$ cat src/fault_pkg.sv
package fault_pkg;

	// ==========================================
	// geometry
	localparam int NUM_CHAN = 6;
	localparam int SYNC_W   = 2 * NUM_CHAN + 2;

	// ==========================================
	// time base
	localparam int CLK_PERIOD_NS = 20;
	localparam int TICK_TIME_NS  = 1000;
	localparam int TICK_CYCLES   = TICK_TIME_NS / CLK_PERIOD_NS;
	localparam int NS_PER_US     = 1000;

	// ==========================================
	// timing, each in microseconds, then in time-base ticks
	localparam int MASK_TIME_US        = 60;
	localparam int SHORT_DEGLITCH_US   = 8;
	localparam int RETRY_PULSE_US      = 68;
	localparam int RETRY_PERIOD_US_DEF = 10000;

	localparam int MASK_W  = 7;
	localparam int DG_W    = 4;
	localparam int RETRY_W = 14;
	localparam int TICK_W  = 6;

	localparam logic [MASK_W-1:0] MASK_TICKS =
		MASK_W'(MASK_TIME_US * NS_PER_US / TICK_TIME_NS);
	localparam logic [DG_W-1:0] DEGLITCH_TICKS =
		DG_W'(SHORT_DEGLITCH_US * NS_PER_US / TICK_TIME_NS);
	localparam logic [RETRY_W-1:0] PULSE_TICKS =
		RETRY_W'(RETRY_PULSE_US * NS_PER_US / TICK_TIME_NS);
	localparam logic [TICK_W-1:0] TICK_LAST = TICK_W'(TICK_CYCLES - 1);

	// ==========================================
	// reset values
	localparam logic [MASK_W-1:0]  MASK_RST  = 7'h00;
	localparam logic [DG_W-1:0]    DG_RST    = 4'h0;
	localparam logic [RETRY_W-1:0] RETRY_RST = 14'h0000;
	localparam logic [TICK_W-1:0]  TICK_RST  = 6'h00;

	// ==========================================
	// serial fault word layout, bit 8 down to bit 0
	typedef struct packed {
		logic                over_batt;
		logic                under_batt;
		logic                unused;
		logic [NUM_CHAN-1:0] chan;
	} fault_word_t;

	localparam fault_word_t FAULT_WORD_RST = 9'h000;

	// comparator inputs travel together
	typedef struct packed {
		logic                over_batt;
		logic                under_batt;
		logic [NUM_CHAN-1:0] ext_cmp;
		logic [NUM_CHAN-1:0] int_cmp;
	} sense_t;

endpackage : fault_pkg

$ cat src/load_fault_monitor.sv
`timescale 1ns/1ps
`default_nettype none

module load_fault_monitor
	import fault_pkg::*;
#(
	parameter int RETRY_PERIOD_US = RETRY_PERIOD_US_DEF
) (
	input  wire logic                clk_in,
	input  wire logic                rst_n_in,
	input  wire logic [NUM_CHAN-1:0] chan_cmd_in,
	input  wire logic                retry_variant_in,
	input  wire logic [NUM_CHAN-1:0] drain_sense_in,
	input  wire logic [NUM_CHAN-1:0] ext_ref_input_in,
	input  wire logic                ext_ref_select_in,
	input  wire logic                over_batt_in,
	input  wire logic                under_batt_in,
	input  wire logic                cs_fall_in,
	output var  logic [NUM_CHAN-1:0] gate_drive_out,
	output var  fault_word_t         fault_word_out,
	output var  logic                fault_flag_n_out
);

	// ==========================================
	// derived retry period in ticks
	localparam logic [RETRY_W-1:0] PERIOD_TICKS =
		RETRY_W'(RETRY_PERIOD_US * NS_PER_US / TICK_TIME_NS);
	localparam logic [RETRY_W-1:0] PERIOD_LAST = PERIOD_TICKS - RETRY_W'(1);
	localparam logic [RETRY_W-1:0] PULSE_LAST  = PULSE_TICKS - RETRY_W'(1);

	// ==========================================
	// synchronised comparators and time base
	sense_t              sense_raw;
	sense_t              sense_s;
	logic                tick;
	logic [NUM_CHAN-1:0] drain_high;
	logic                batt_fault;
	logic [NUM_CHAN-1:0] short_flt;
	logic [NUM_CHAN-1:0] open_flt;
	logic [NUM_CHAN-1:0] chan_report;
	logic                any_fault;

	assign sense_raw.over_batt  = over_batt_in;
	assign sense_raw.under_batt = under_batt_in;
	assign sense_raw.ext_cmp    = ext_ref_input_in;
	assign sense_raw.int_cmp    = drain_sense_in;

	bit_sync #(
		.WIDTH (SYNC_W)
	) u_sync (
		.clk_in   (clk_in),
		.rst_n_in (rst_n_in),
		.async_in (sense_raw),
		.sync_out (sense_s)
	);

	tick_gen u_tick (
		.clk_in   (clk_in),
		.rst_n_in (rst_n_in),
		.tick_out (tick)
	);

	assign drain_high = ext_ref_select_in ? sense_s.ext_cmp : sense_s.int_cmp;

	assign batt_fault = sense_s.over_batt | sense_s.under_batt;

	// ==========================================
	// per-channel supervision
	genvar g;
	generate
		for (g = 0; g < NUM_CHAN; g++) begin : g_chan
			logic               gate_r;
			logic               gate_nxt;
			logic               cmd_prev_r;
			logic               short_r;
			logic               open_r;
			logic [MASK_W-1:0]  mask_cnt_r;
			logic [DG_W-1:0]    dg_cnt_r;
			logic [RETRY_W-1:0] retry_cnt_r;
			logic               mask_done;
			logic               short_set;
			logic               short_clr;
			logic               pulse_end;
			logic               retry_hi;

			assign mask_done = (mask_cnt_r == MASK_TICKS);
			assign retry_hi  = (retry_cnt_r < PULSE_TICKS);
			assign pulse_end = tick & (retry_cnt_r == PULSE_LAST);

			// short qualified after mask and deglitch
			assign short_set = gate_r & mask_done & drain_high[g]
				& (dg_cnt_r == DEGLITCH_TICKS);

			// off-then-on command clears a latched short
			// retry clears at the end of a pulse if the drain is low then
			assign short_clr = retry_variant_in
				? (~chan_cmd_in[g] | (pulse_end & mask_done & ~drain_high[g]))
				: (chan_cmd_in[g] & ~cmd_prev_r);

			always_comb begin
				gate_nxt = chan_cmd_in[g];
				if (batt_fault) begin
					gate_nxt = 1'b0;
				end else if (short_r & ~short_clr) begin
					gate_nxt = retry_variant_in & chan_cmd_in[g] & retry_hi;
				end
			end

			always_ff @(posedge clk_in or negedge rst_n_in) begin
				if (!rst_n_in) begin
					gate_r     <= 1'b0;
					cmd_prev_r <= 1'b0;
				end else begin
					gate_r     <= gate_nxt;
					cmd_prev_r <= chan_cmd_in[g];
				end
			end

			// mask restarts on every gate edge
			always_ff @(posedge clk_in or negedge rst_n_in) begin
				if (!rst_n_in) begin
					mask_cnt_r <= MASK_RST;
				end else if (gate_nxt != gate_r) begin
					mask_cnt_r <= MASK_RST;
				end else if (tick & ~mask_done) begin
					mask_cnt_r <= mask_cnt_r + MASK_W'(1);
				end
			end

			// drain must stay high for the whole deglitch time
			always_ff @(posedge clk_in or negedge rst_n_in) begin
				if (!rst_n_in) begin
					dg_cnt_r <= DG_RST;
				end else if (~(gate_r & mask_done & drain_high[g])) begin
					dg_cnt_r <= DG_RST;
				end else if (tick & (dg_cnt_r != DEGLITCH_TICKS)) begin
					dg_cnt_r <= dg_cnt_r + DG_W'(1);
				end
			end

			// set wins over a clear in the same cycle
			always_ff @(posedge clk_in or negedge rst_n_in) begin
				if (!rst_n_in) begin
					short_r <= 1'b0;
				end else if (short_set) begin
					short_r <= 1'b1;
				end else if (short_clr) begin
					short_r <= 1'b0;
				end
			end

			// retry timer; first phase after a fault is off
			always_ff @(posedge clk_in or negedge rst_n_in) begin
				if (!rst_n_in) begin
					retry_cnt_r <= RETRY_RST;
				end else if (~short_r) begin
					retry_cnt_r <= PULSE_TICKS;
				end else if (tick) begin
					if (retry_cnt_r >= PERIOD_LAST) begin
						retry_cnt_r <= RETRY_RST;
					end else begin
						retry_cnt_r <= retry_cnt_r + RETRY_W'(1);
					end
				end
			end

			// open load only while off and past the mask
			always_ff @(posedge clk_in or negedge rst_n_in) begin
				if (!rst_n_in) begin
					open_r <= 1'b0;
				end else begin
					open_r <= ~gate_r & ~gate_nxt & mask_done & ~drain_high[g];
				end
			end

			assign gate_drive_out[g] = gate_r;
			assign short_flt[g]      = short_r;
			assign open_flt[g]       = open_r;
		end
	endgenerate

	// ==========================================
	// reporting
	// one fault bit per channel, hidden during battery fault
	assign chan_report = batt_fault ? '0 : (short_flt | open_flt);

	// battery bits count in the flag
	assign any_fault = (|chan_report) | batt_fault;

	// battery bits are live levels, sampled only at the capture edge
	always_ff @(posedge clk_in or negedge rst_n_in) begin
		if (!rst_n_in) begin
			fault_word_out <= FAULT_WORD_RST;
		end else if (cs_fall_in) begin
			fault_word_out.over_batt  <= sense_s.over_batt;
			fault_word_out.under_batt <= sense_s.under_batt;
			fault_word_out.unused     <= 1'b0;
			fault_word_out.chan       <= chan_report;
		end
	end

	// flag released at capture only if nothing remains
	always_ff @(posedge clk_in or negedge rst_n_in) begin
		if (!rst_n_in) begin
			fault_flag_n_out <= 1'b1;
		end else if (any_fault) begin
			fault_flag_n_out <= 1'b0;
		end else if (cs_fall_in) begin
			fault_flag_n_out <= 1'b1;
		end
	end

endmodule : load_fault_monitor

`default_nettype wire

$ cat src/bit_sync.sv
`timescale 1ns/1ps
`default_nettype none

module bit_sync
	import fault_pkg::*;
#(
	parameter int WIDTH = 1
) (
	input  wire logic             clk_in,
	input  wire logic             rst_n_in,
	input  wire logic [WIDTH-1:0] async_in,
	output var  logic [WIDTH-1:0] sync_out
);

	// ==========================================
	// two-stage synchroniser per bit
	genvar g;
	generate
		for (g = 0; g < WIDTH; g++) begin : g_bit
			logic meta_r;
			logic stable_r;
			always_ff @(posedge clk_in or negedge rst_n_in) begin
				if (!rst_n_in) begin
					meta_r   <= 1'b0;
					stable_r <= 1'b0;
				end else begin
					meta_r   <= async_in[g];
					stable_r <= meta_r;
				end
			end
			assign sync_out[g] = stable_r;
		end
	endgenerate

endmodule : bit_sync

`default_nettype wire

$ cat src/tick_gen.sv
`timescale 1ns/1ps
`default_nettype none

module tick_gen
	import fault_pkg::*;
(
	input  wire logic clk_in,
	input  wire logic rst_n_in,
	output var  logic tick_out
);

	// ==========================================
	// one-cycle pulse every microsecond
	logic [TICK_W-1:0] div_r;

	always_ff @(posedge clk_in or negedge rst_n_in) begin
		if (!rst_n_in) begin
			div_r    <= TICK_RST;
			tick_out <= 1'b0;
		end else begin
			tick_out <= (div_r == TICK_LAST);
			if (div_r == TICK_LAST) begin
				div_r <= TICK_RST;
			end else begin
				div_r <= div_r + TICK_W'(1);
			end
		end
	end

endmodule : tick_gen

`default_nettype wire

$ cat config.mk
export PLATFORM = sky130hd
export DESIGN_NAME = load_fault_monitor
export DESIGN_NICKNAME = d
export VERILOG_FILES = /design/src/fault_pkg.sv /design/src/load_fault_monitor.sv /design/src/bit_sync.sv /design/src/tick_gen.sv
export SDC_FILE = /design/constraint.sdc
export NUM_CORES = 1
export LEC_CHECK = 0
export ABC_AREA = 1
export ABC_CLOCK_PERIOD_IN_PS = 2400
export BUFFER_PORTS_ARGS = -buffer_cell sky130_fd_sc_hd__buf_2
export CAP_MARGIN = 20
export CORE_MARGIN = 4
export CORE_UTILIZATION = 63
export DETAILED_ROUTE_END_ITERATION = 16
export PLACE_DENSITY = 0.93
export RECOVER_POWER = 25
export SYNTH_ARGS = -nofsm -noshare
export SYNTH_HDL_FRONTEND = slang
export SYNTH_HIERARCHICAL = 1
export SYNTH_SLANG_ARGS = --single-unit
$ cat constraint.sdc
create_clock -name clk_in -period 2.4 [get_ports clk_in]
set_input_delay 0.72 -clock clk_in [delete_from_list [all_inputs] [get_ports clk_in]]
set_output_delay 0.72 -clock clk_in [all_outputs]
set_load 0.02 [all_outputs]
# Word level (Yosys, flattened, before mapping)
# Index checks and enable logic that the tools add are counted.
# classes
n_addsub	19
magnitude_cmp	12
eq_ne	43
n_mux	77
bitwise	141
n_reduce_logical	14
# ops
cell	n
$mux W14	18
$and A1 B1 Y1	90
$add A14 B1 Y14 const B	6
$eq A14 B7 Y1 const B	6
$ge A14 B14 Y1 const B	6
$lt A14 B7 Y1 const B	6
$mux W7	12
$mux W4	12
$add A7 B1 Y7 const B	6
$eq A7 B6 Y1 const B	6
$not A1 Y1	42
$mux W1	32
$reduce_bool A2 Y1	13
$add A4 B1 Y4 const B	6
$eq A4 B4 Y1 const B	6
$ne A2 B1 Y1 const B	12
$ne A4 B4 Y1 const B	6
$mux W6	3
$or A1 B1 Y1	8
$add A6 B1 Y6 const B	1
$eq A6 B6 Y1 const B	1
$ne A1 B1 Y1	6
$or A6 B6 Y6	1
$reduce_or A6 Y1	1
# word_totals
reg_bits	218
in_bits	25
out_inout_bits	16
elab_cells	382

# Logic depth before layout (Yosys ltp)
# Gate-level depths: netlist of the first run.
# logic_depth
word_depth	14
depth_mapped	18
ltp_nobuf	18

# Hierarchy
# Netlist of the first run, hierarchy kept.
# by_module_without_submodules
module	n_inst	cells_each	area_per_inst_um2	seq_area_each_um2
load_fault_monitor	1	1381	10396.2	4580.6
bit_sync	1	42	805.8	700.7
tick_gen	1	35	322.8	175.2

# Worst setup path before layout of the first run
# No wires, ideal clock.
# synth_timing
path_type	input to register
start	input port ext_ref_select_in
end	register g_chan[4].mask_cnt_r[3]
setup_ns	0.119
arrival_ns	2.130
required_time_ns	2.281
slack_ns	0.152
path_stages	16
n_path_buf	0
cell_sequence	inv_2 -> nand2_1 -> nand2_1 -> nand2_1 -> nor2_1 -> nand2_1 -> nand2_1 -> nand2_1 -> nand3_1 -> nand2_1 -> ha_1 -> inv_1 -> nand2_2 -> nand2_2 -> a21oi_1 -> o21a_1
# synth_between
elab_chain_len	11
word_cells_on_any_way	12
cone_classes	eq/ne (1); mux (5); bitwise (5); reduce/logical (1)
# synth_lines
element	line	rtl
start: declaration	load_fault_monitor.sv:15	input wire logic ext_ref_select_in,
$mux W6 *	load_fault_monitor.sv:63	assign drain_high = ext_ref_select_in ? sense_s.ext_cmp : sense_s.int_cmp;
$not A1 Y1 *	load_fault_monitor.sv:97	? (~chan_cmd_in[g] | (pulse_end & mask_done & ~drain_high[g]))
$and A1 B1 Y1 *	load_fault_monitor.sv:97	
$or A1 B1 Y1 *	load_fault_monitor.sv:97	
$mux W1 *	load_fault_monitor.sv:97	
$not A1 Y1 *	load_fault_monitor.sv:104	end else if (short_r & ~short_clr) begin
$and A1 B1 Y1 *	load_fault_monitor.sv:104	
$mux W1 *	load_fault_monitor.sv:104	
$mux W1 *	load_fault_monitor.sv:102	if (batt_fault) begin
$ne A1 B1 Y1 *	load_fault_monitor.sv:123	end else if (gate_nxt != gate_r) begin
$mux W7 / $reduce_bool A2 Y1 (equally long branches)	--	
end signal: assignment	load_fault_monitor.sv:126	mask_cnt_r <= mask_cnt_r + MASK_W'(1);
end: declaration	load_fault_monitor.sv:77	logic [MASK_W-1:0] mask_cnt_r;
# Every way passes the cells marked *; elsewhere a longest branch is shown, timed or not.
# A chain may end at the register's enable or synchronous reset.

# Worst setup path in the final report of the first run
# layout_timing
start	register g_chan[3].retry_cnt_r[0]
end	register g_chan[3].mask_cnt_r[5]
# layout_between
elab_chain_len	12
word_cells_on_any_way	15
cone_classes	order compare (1); eq/ne (2); mux (4); bitwise (7); reduce/logical (1)
# layout_lines
element	line	rtl
start: declaration	load_fault_monitor.sv:79	logic [RETRY_W-1:0] retry_cnt_r;
start signal: assignment	load_fault_monitor.sv:162	retry_cnt_r <= retry_cnt_r + RETRY_W'(1);
$eq A14 B7 Y1	load_fault_monitor.sv:88	assign pulse_end = tick & (retry_cnt_r == PULSE_LAST);
$and A1 B1 Y1	load_fault_monitor.sv:88	
$and A1 B1 Y1 (2 in series)	load_fault_monitor.sv:97	
$or A1 B1 Y1	load_fault_monitor.sv:97	
$mux W1	load_fault_monitor.sv:97	
$not A1 Y1	load_fault_monitor.sv:104	
$and A1 B1 Y1	load_fault_monitor.sv:104	
$mux W1 *	load_fault_monitor.sv:104	
$mux W1 *	load_fault_monitor.sv:102	
$ne A1 B1 Y1 *	load_fault_monitor.sv:123	
$mux W7 / $reduce_bool A2 Y1 (equally long branches)	--	
end signal: assignment	load_fault_monitor.sv:126	
end: declaration	load_fault_monitor.sv:77	
# Marked as above.

==> reports/results.ini, run 1 <==
[run_status]
status=finished clean

[finish]
layout-drive-gt1-share_pct=12.12
final_cell_area_sq_um=13080
post_layout_nonfiller_instances=1772
n_antenna_cell=0
syn2layout_area_growth_pct=13.48
fillers=1184
utilization_pct=72.81
layout.nets=1589

[pwr]
pwr-share-clk_pct=47.2
p_leak_nw=6.131
ir_drop_uv=736.1
p_seq_share_pct=46.5
swShare_pct=22.72
pwr-share-comb_pct=6.3
p_per_area_nw_per_um2=629.6
p_sw_mw=1.871
p_int_mw=6.364

[floorplan]
start_util_pct=64.16
die_x_microns=143.3
core_sq_um=17960
die_h_microns=143.3
pin_count=41
core.rowCount=49
die_area_sq_um=20520

[drt]
wl_per_cell_microns=15.61
dr.pass1.iters=8
via_per_inst=5.787
vias=10260
routed_wl_mm=27.65
postRouteAntennaNets=0
drc=0
drt_iter0_drc=1049

[clock_network]
clockRootBuffer=clkbuf_16
clock_sinks=218
htree_levels=1
holdBufCountCts=0
clkSlewWorstSetupHoldPaths_ns=0.06
cts_tree=done
cts_buffer_depth=3
clk_latency_ns=0.52
numCtsBuffers=24

[setup_path]
reg2reg_setup_slack_ns=0.06
r2r_start=g_chan[3].retry_cnt_r[0]
rr_worst_depth=17
worst_setup_path_end_kind=flop
arrival_ns=2.78
worstSetupStartpointType=flop
worstPathMaxFanout=4
cp.required_ns=2.84
reg2reg_to=g_chan[3].mask_cnt_r[5]
path_class=flop to flop

[logic_synthesis]
syn_inst=1458
avgSynthCellArea_sq_um=7.905
yosysTopAreaCell=dfrtp_1
syn_area_sq_um=11520
yosysTopAreaCellShare_pct=47.12
synth.distinct_cells=39
ys_ff_latch=218
yosysSeqAreaShare_pct=47.35
yosys_warnings=6
syn_nets=1521
synth_area_leaders=dfrtp_1 47%, nand2_1 11%, inv_1 6.5%, nor2_1 5.1%, nand3_1 4.7%

[timing]
setup_viol=0
worst_slew_pin_slew_ns=1.479
hold_violations=0
fin_crit_sh_pct=97.52
finalClockSkew_ns=0.01573
fmax_mhz=427.3
fin_ws_ns=0.05956
maxSlewViolCount=0
fin_crit_ns=2.340
slew_headroom_pct=1.396

[placed_design]
gp_congestion=0.9294
dp_cells=1724
placed_cell_area_sq_um=12110
place_ws_ns=-0.2133
dpl.hpwl_mm=18.11
port_buffers=39

[global_routing]
grt_max_degree=56
first_global_vias=9877
grt_overflow=0
antenna_found_initial=1
grt_pass1_wl_mm=45.86
grt_usage_pct=26.96

[worst_hold_path]
holdPathStages=1
min_from=under_batt_in
hold_class=primary input to flop
hold_end=u_sync/g_bit[12].meta_r

[job]
cap_violations=0

state kept, by name (all words and copies together), names as in the netlist:
signal / count
u_sync/g_bit.meta_r: 14
fault_flag_n_out: 1
g_chan.short_r: 6
u_tick/div_r: 6
g_chan.cmd_prev_r: 6
u_tick/tick_out: 1
fault_word_out: 8
g_chan.open_r: 6
g_chan.dg_cnt_r: 24
u_sync/g_bit.stable_r: 14
g_chan.retry_cnt_r: 84
g_chan.mask_cnt_r: 42
g_chan.gate_r: 6
stage by stage:
| step | setup TNS [ns] | power, mW | hold slack (ns) |
|---|---|---|---|
| 4_1_cts | 0 | 8.238 | 0.1330 |
| 3_3_place_gp | -0.1684 | 4.348 | 0.3325 |
| 3_5_place_dp | -2.688 | 4.377 | 0.3347 |
| 5_1_grt | -0.4085 | 8.542 | 0.2952 |
| 2_1_floorplan | 0 | 4.141 | 0.3312 |
| 6_report | 0 | 8.235 | 0.3038 |
synthesized netlist by cell type, drive strengths merged:
| cell | count |
|---|---|
| a211oi | 1 |
| a21o | 3 |
| a21oi | 44 |
| a31oi | 3 |
| and3 | 1 |
| buf | 36 |
| clkbuf | 4 |
| conb | 1 |
| dfrtp | 217 |
| dfstp | 1 |
| ha | 38 |
| inv | 208 |
| nand2 | 353 |
| nand3 | 112 |
| nand4 | 25 |
| nor2 | 169 |
| nor3 | 34 |
| nor3b | 1 |
| nor4 | 1 |
| o211ai | 5 |
| o21a | 3 |
| o21ai | 121 |
| o21bai | 3 |
| o22ai | 19 |
| o31ai | 3 |
| or2 | 2 |
| xnor2 | 7 |
| xor2 | 43 |
cell usage in the layout (no fill, tap or decap), types with 7 or more instances in the layout:
cell and instances:
nor2_1 152, clkbuf_16 25, nand4_1 25, nand2_2 19, o21ai_0 107, o21ai_1 13, inv_1 192, o22ai_1 19
ha_1 32, dfrtp_1 217, nand2_1 333, a21oi_1 43, nor2_2 13, xnor2_1 7, buf_4 36, clkbuf_1 14
xor2_1 43, nor3_1 28, buf_2 30, nand3_1 108, inv_2 16
area by class of cell:
class / count / area (sq um) / share of cell area [%]
clock buffers: 36 / 726.9 / 5.558
inverters: 208 / 780.7 / 5.970
flip-flops and latches: 218 / 5456 / 41.72
repair buffers: 82 / 564.3 / 4.315
multi-input cells: 992 / 5147 / 39.36
clock inverters: 7 / 116.4 / 0.8897
well taps: 229 / 286.5 / 2.191
cell families (layout without fill, tap and decap cells):
| family | after synthesis | after routing | share of synthesized area [%] |
|---|---|---|---|
| and+or+nand+nor | 698 | 698 | 25.94 |
| other | 1 | 1 | 0.03254 |
| xor gates and xnor gates | 50 | 50 | 3.800 |
| adders and majority gates | 38 | 38 | 4.126 |
| DFF | 218 | 218 | 47.35 |
| AOI/OAI and AO/OA | 205 | 205 | 9.641 |
| buffers and inverters | 248 | 333 | 9.120 |
worst max-delay path by stage:
stage / from / end / slack [ns]
after floorplan: ext_ref_select_in / g_chan[4].mask_cnt_r[3] / 0.15
after global placement: ext_ref_select_in / g_chan[4].mask_cnt_r[5] / -0.07
after detailed placement: ext_ref_select_in / g_chan[4].mask_cnt_r[3] / -0.21
after CTS: g_chan[3].mask_cnt_r[0] / g_chan[3].mask_cnt_r[5] / 0.01
after global routing: g_chan[3].retry_cnt_r[0] / g_chan[3].mask_cnt_r[3] / -0.14
final: g_chan[3].retry_cnt_r[0] / g_chan[3].mask_cnt_r[5] / 0.06
what timing repair did:
action	CTS	global route
pin swaps	0	4
endpoints found under the setup margin	2	32
buffers inserted	0	5
endpoints found under the hold margin	0	0
gates resized for setup	2	37
power groups by stage:
stage,clock (mW),combinational [mW],sequential [mW]
5_1_grt,4.10,0.607,3.84
4_1_cts,3.92,0.496,3.82
3_3_place_gp,0,0.463,3.89
6_report,3.88,0.520,3.83
2_1_floorplan,0,0.261,3.88
3_5_place_dp,0,0.488,3.89
per-layer routing:
layer  track usage, %  wire (microns)  vias to the layer above
met1            35.65           10850                     4821
met2            45.05           13430                      508
li1                 -               -                     4789
met4            9.812            1159                        2
met3            4.722            2197                      135
met5                0              13                        -
worst max-delay path, cell delays in order, from the launching register on:
cell	delay, ns
dfrtp_1	0.40
ha_1	0.25
nand2_1	0.10
nor2_1	0.15
nand2_1	0.09
nor2_2	0.10
nand2_1	0.06
nand2_1	0.06
nand2_1	0.07
nand3_1	0.09
nand2_2	0.09
ha_4	0.28
inv_1	0.05
nand2_2	0.08
nand2_2	0.08
o21ai_1	0.14
nand2_1	0.07
nor2_2	0.10
(Power assumes the default switching activity.)
==> inputs of run 2 (changes only) <==
RECOVER_POWER = default   (was 25)
==> run 2 against run 1 <==
  * Wire length is 0.46% higher
  * Sequential power hardly changed
  * Clock skew is 0.0048 ns lower
  * Clock power hardly changed
  * First-iteration DRC count is 8.2% higher
  * Total power is 0.12% higher
  * Final cell count hardly changed
==> reports/results.ini, run 2 (synthesis gave the netlist of run 1 again) <==
[run_status]
status=finished clean

[global_routing]
grt_max_degree=56
grt_usage_pct=26.96
antenna_found_initial=2
first_global_vias=9877
grt_pass1_wl_mm=45.86
grt_overflow=0

[timing]
finalSetupTns_ns=0
hold_violations=0
setup_viol=0
finalClockSkew_ns=0.01089
worst_slew_pin_slew_ns=0.8190
fin_crit_sh_pct=99.39
fin_crit_ns=2.385
maxSlewViolCount=0
slew_headroom_pct=45.20
fmax_mhz=419.2

[drt]
wl_per_cell_microns=15.67
routed_wl_mm=27.78
drt_iter0_drc=1135
vias=10260
dr.pass1.iters=6
drc=0
via_per_inst=5.784
postRouteAntennaNets=0

[finish]
final_cell_mix=333 x nand2_1, 217 x dfrtp_1, 192 x inv_1
layout-drive-gt1-share_pct=12.70
final_cell_area_sq_um=13120
layout.nets=1589
largest-register=g_chan.retry_cnt_r
largest_reg_flops=84
layout_commonest_cell=nand2_1
reg.largest.list=g_chan.retry_cnt_r: 84 flops, g_chan.mask_cnt_r: 42 flops, g_chan.dg_cnt_r: 24 flops
utilization_pct=73.04
fillers=1171
syn2layout_area_growth_pct=13.84

[clock_network]
numCtsBuffers=24
clk_latency_ns=0.52
clkSlewWorstSetupHoldPaths_ns=0.06
cts_tree=done
clock_sinks=218
clockRootBuffer=clkbuf_16
cts_buffer_depth=3
htree_levels=1

[worst_hold_path]
hold_class=primary input to async pin

[setup_path]
path_class=flop to flop
worstPathMaxFanout=4
cp.required_ns=2.85
arrival_ns=2.83
worstSetupStartpointType=flop
worst_setup_path_end_kind=flop

[placed_design]
placed_cell_area_sq_um=12110
dpl.hpwl_mm=18.11
gp_congestion=0.9294
port_buffers=39

[pwr]
ir_drop_uv=734.5
p_per_area_nw_per_um2=628.4
p_leak_nw=6.166
power_mw=8.245

[floorplan]
pin_count=41
start_util_pct=64.16
die_x_microns=143.3
die_h_microns=143.3
die_area_sq_um=20520
core.rowCount=49
core_sq_um=17960

[job]
cap_violations=0

-- run 2: cell count changes in the layout (fill, tap and decap cells not counted), sizes merged --
cell    delta
buf       +11
clkbuf    -11
diode      +1
-- run 2: final timing paths --
check,start,to,slack (ns),cells past startpoint
setup / recovery,g_chan[3].retry_cnt_r[0],g_chan[3].mask_cnt_r[5],0.01,17
hold / removal,rst_n_in,g_chan[4].retry_cnt_r[12],0.12,1
setup reg to reg,g_chan[3].retry_cnt_r[0],g_chan[3].mask_cnt_r[5],0.01,17
hold reg to reg,u_sync/g_bit[7].meta_r,u_sync/g_bit[7].stable_r,0.34,0
max in group asynchronous,rst_n_in,g_chan[0].retry_cnt_r[1],1.66,2
min in group clk_in,under_batt_in,u_sync/g_bit[12].meta_r,0.31,1
-- run 2: critical path, stage by stage, from the launching register on --
cell and delay, ns:
dfrtp_1 0.40, ha_1 0.25, nand2_1 0.10, nor2_1 0.18, nand2_1 0.10, nor2_2 0.10
nand2_1 0.06, nand2_1 0.07, nand2_1 0.07, nand3_1 0.10, nand2_2 0.09, ha_4 0.28
inv_1 0.05, nand2_2 0.08, nand2_2 0.08, o21ai_1 0.14, nand2_1 0.07, nor2_2 0.10
-- run 2: cell type report --
type                    instances  area, sq um  area share (%)
flip-flops and latches        218         5456           41.59
diodes                          1        2.502         0.01907
repair buffers                 82        603.1           4.597
multi-input cells             992         5147           39.23
clock inverters                 7        116.4          0.8869
clock buffers                  36        726.9           5.541
well taps                     229        286.5           2.184
inverters                     208        780.7           5.951
-- run 2: metrics by stage --
step | hold slack, ns | worst slack [ns] | std cells
floorplan | 0.3312 | 0.1517 | 1458
global placement | 0.3325 | -0.07249 | 1724
detailed placement | 0.3347 | -0.2133 | 1724
CTS | 0.1330 | 0.01447 | 1767
global route | 0.1515 | -0.1444 | 1772
finish | 0.1164 | 0.01469 | 1773
-- run 2: per-layer routing --
| metal | GRT usage [%] | vias up | wire (microns) |
|---|---|---|---|
| met1 | 35.65 | 4825 | 11010 |
| met3 | 4.722 | 134 | 2128 |
| met4 | 9.812 | 4 | 1149 |
| met2 | 45.05 | 500 | 13460 |
| met5 | 0 | - | 27 |
| li1 | - | 4792 | - |
-- run 2: report_power, final --
part           internal (mW)  leakage, nW  switching, mW
Sequential              3.77         2.87         0.0596
Combinational          0.191         2.88          0.335
Clock                   2.41        0.412           1.48
-- run 2: repair_timing --
| action | in CTS | in global routing |
|---|---|---|
| endpoints found under the setup margin | 2 | 32 |
| buffers inserted | 0 | 5 |
| cloned | 0 | 0 |
| hold buffers | 0 | 0 |
| pin swaps | 0 | 4 |
| gates resized for setup | 2 | 37 |
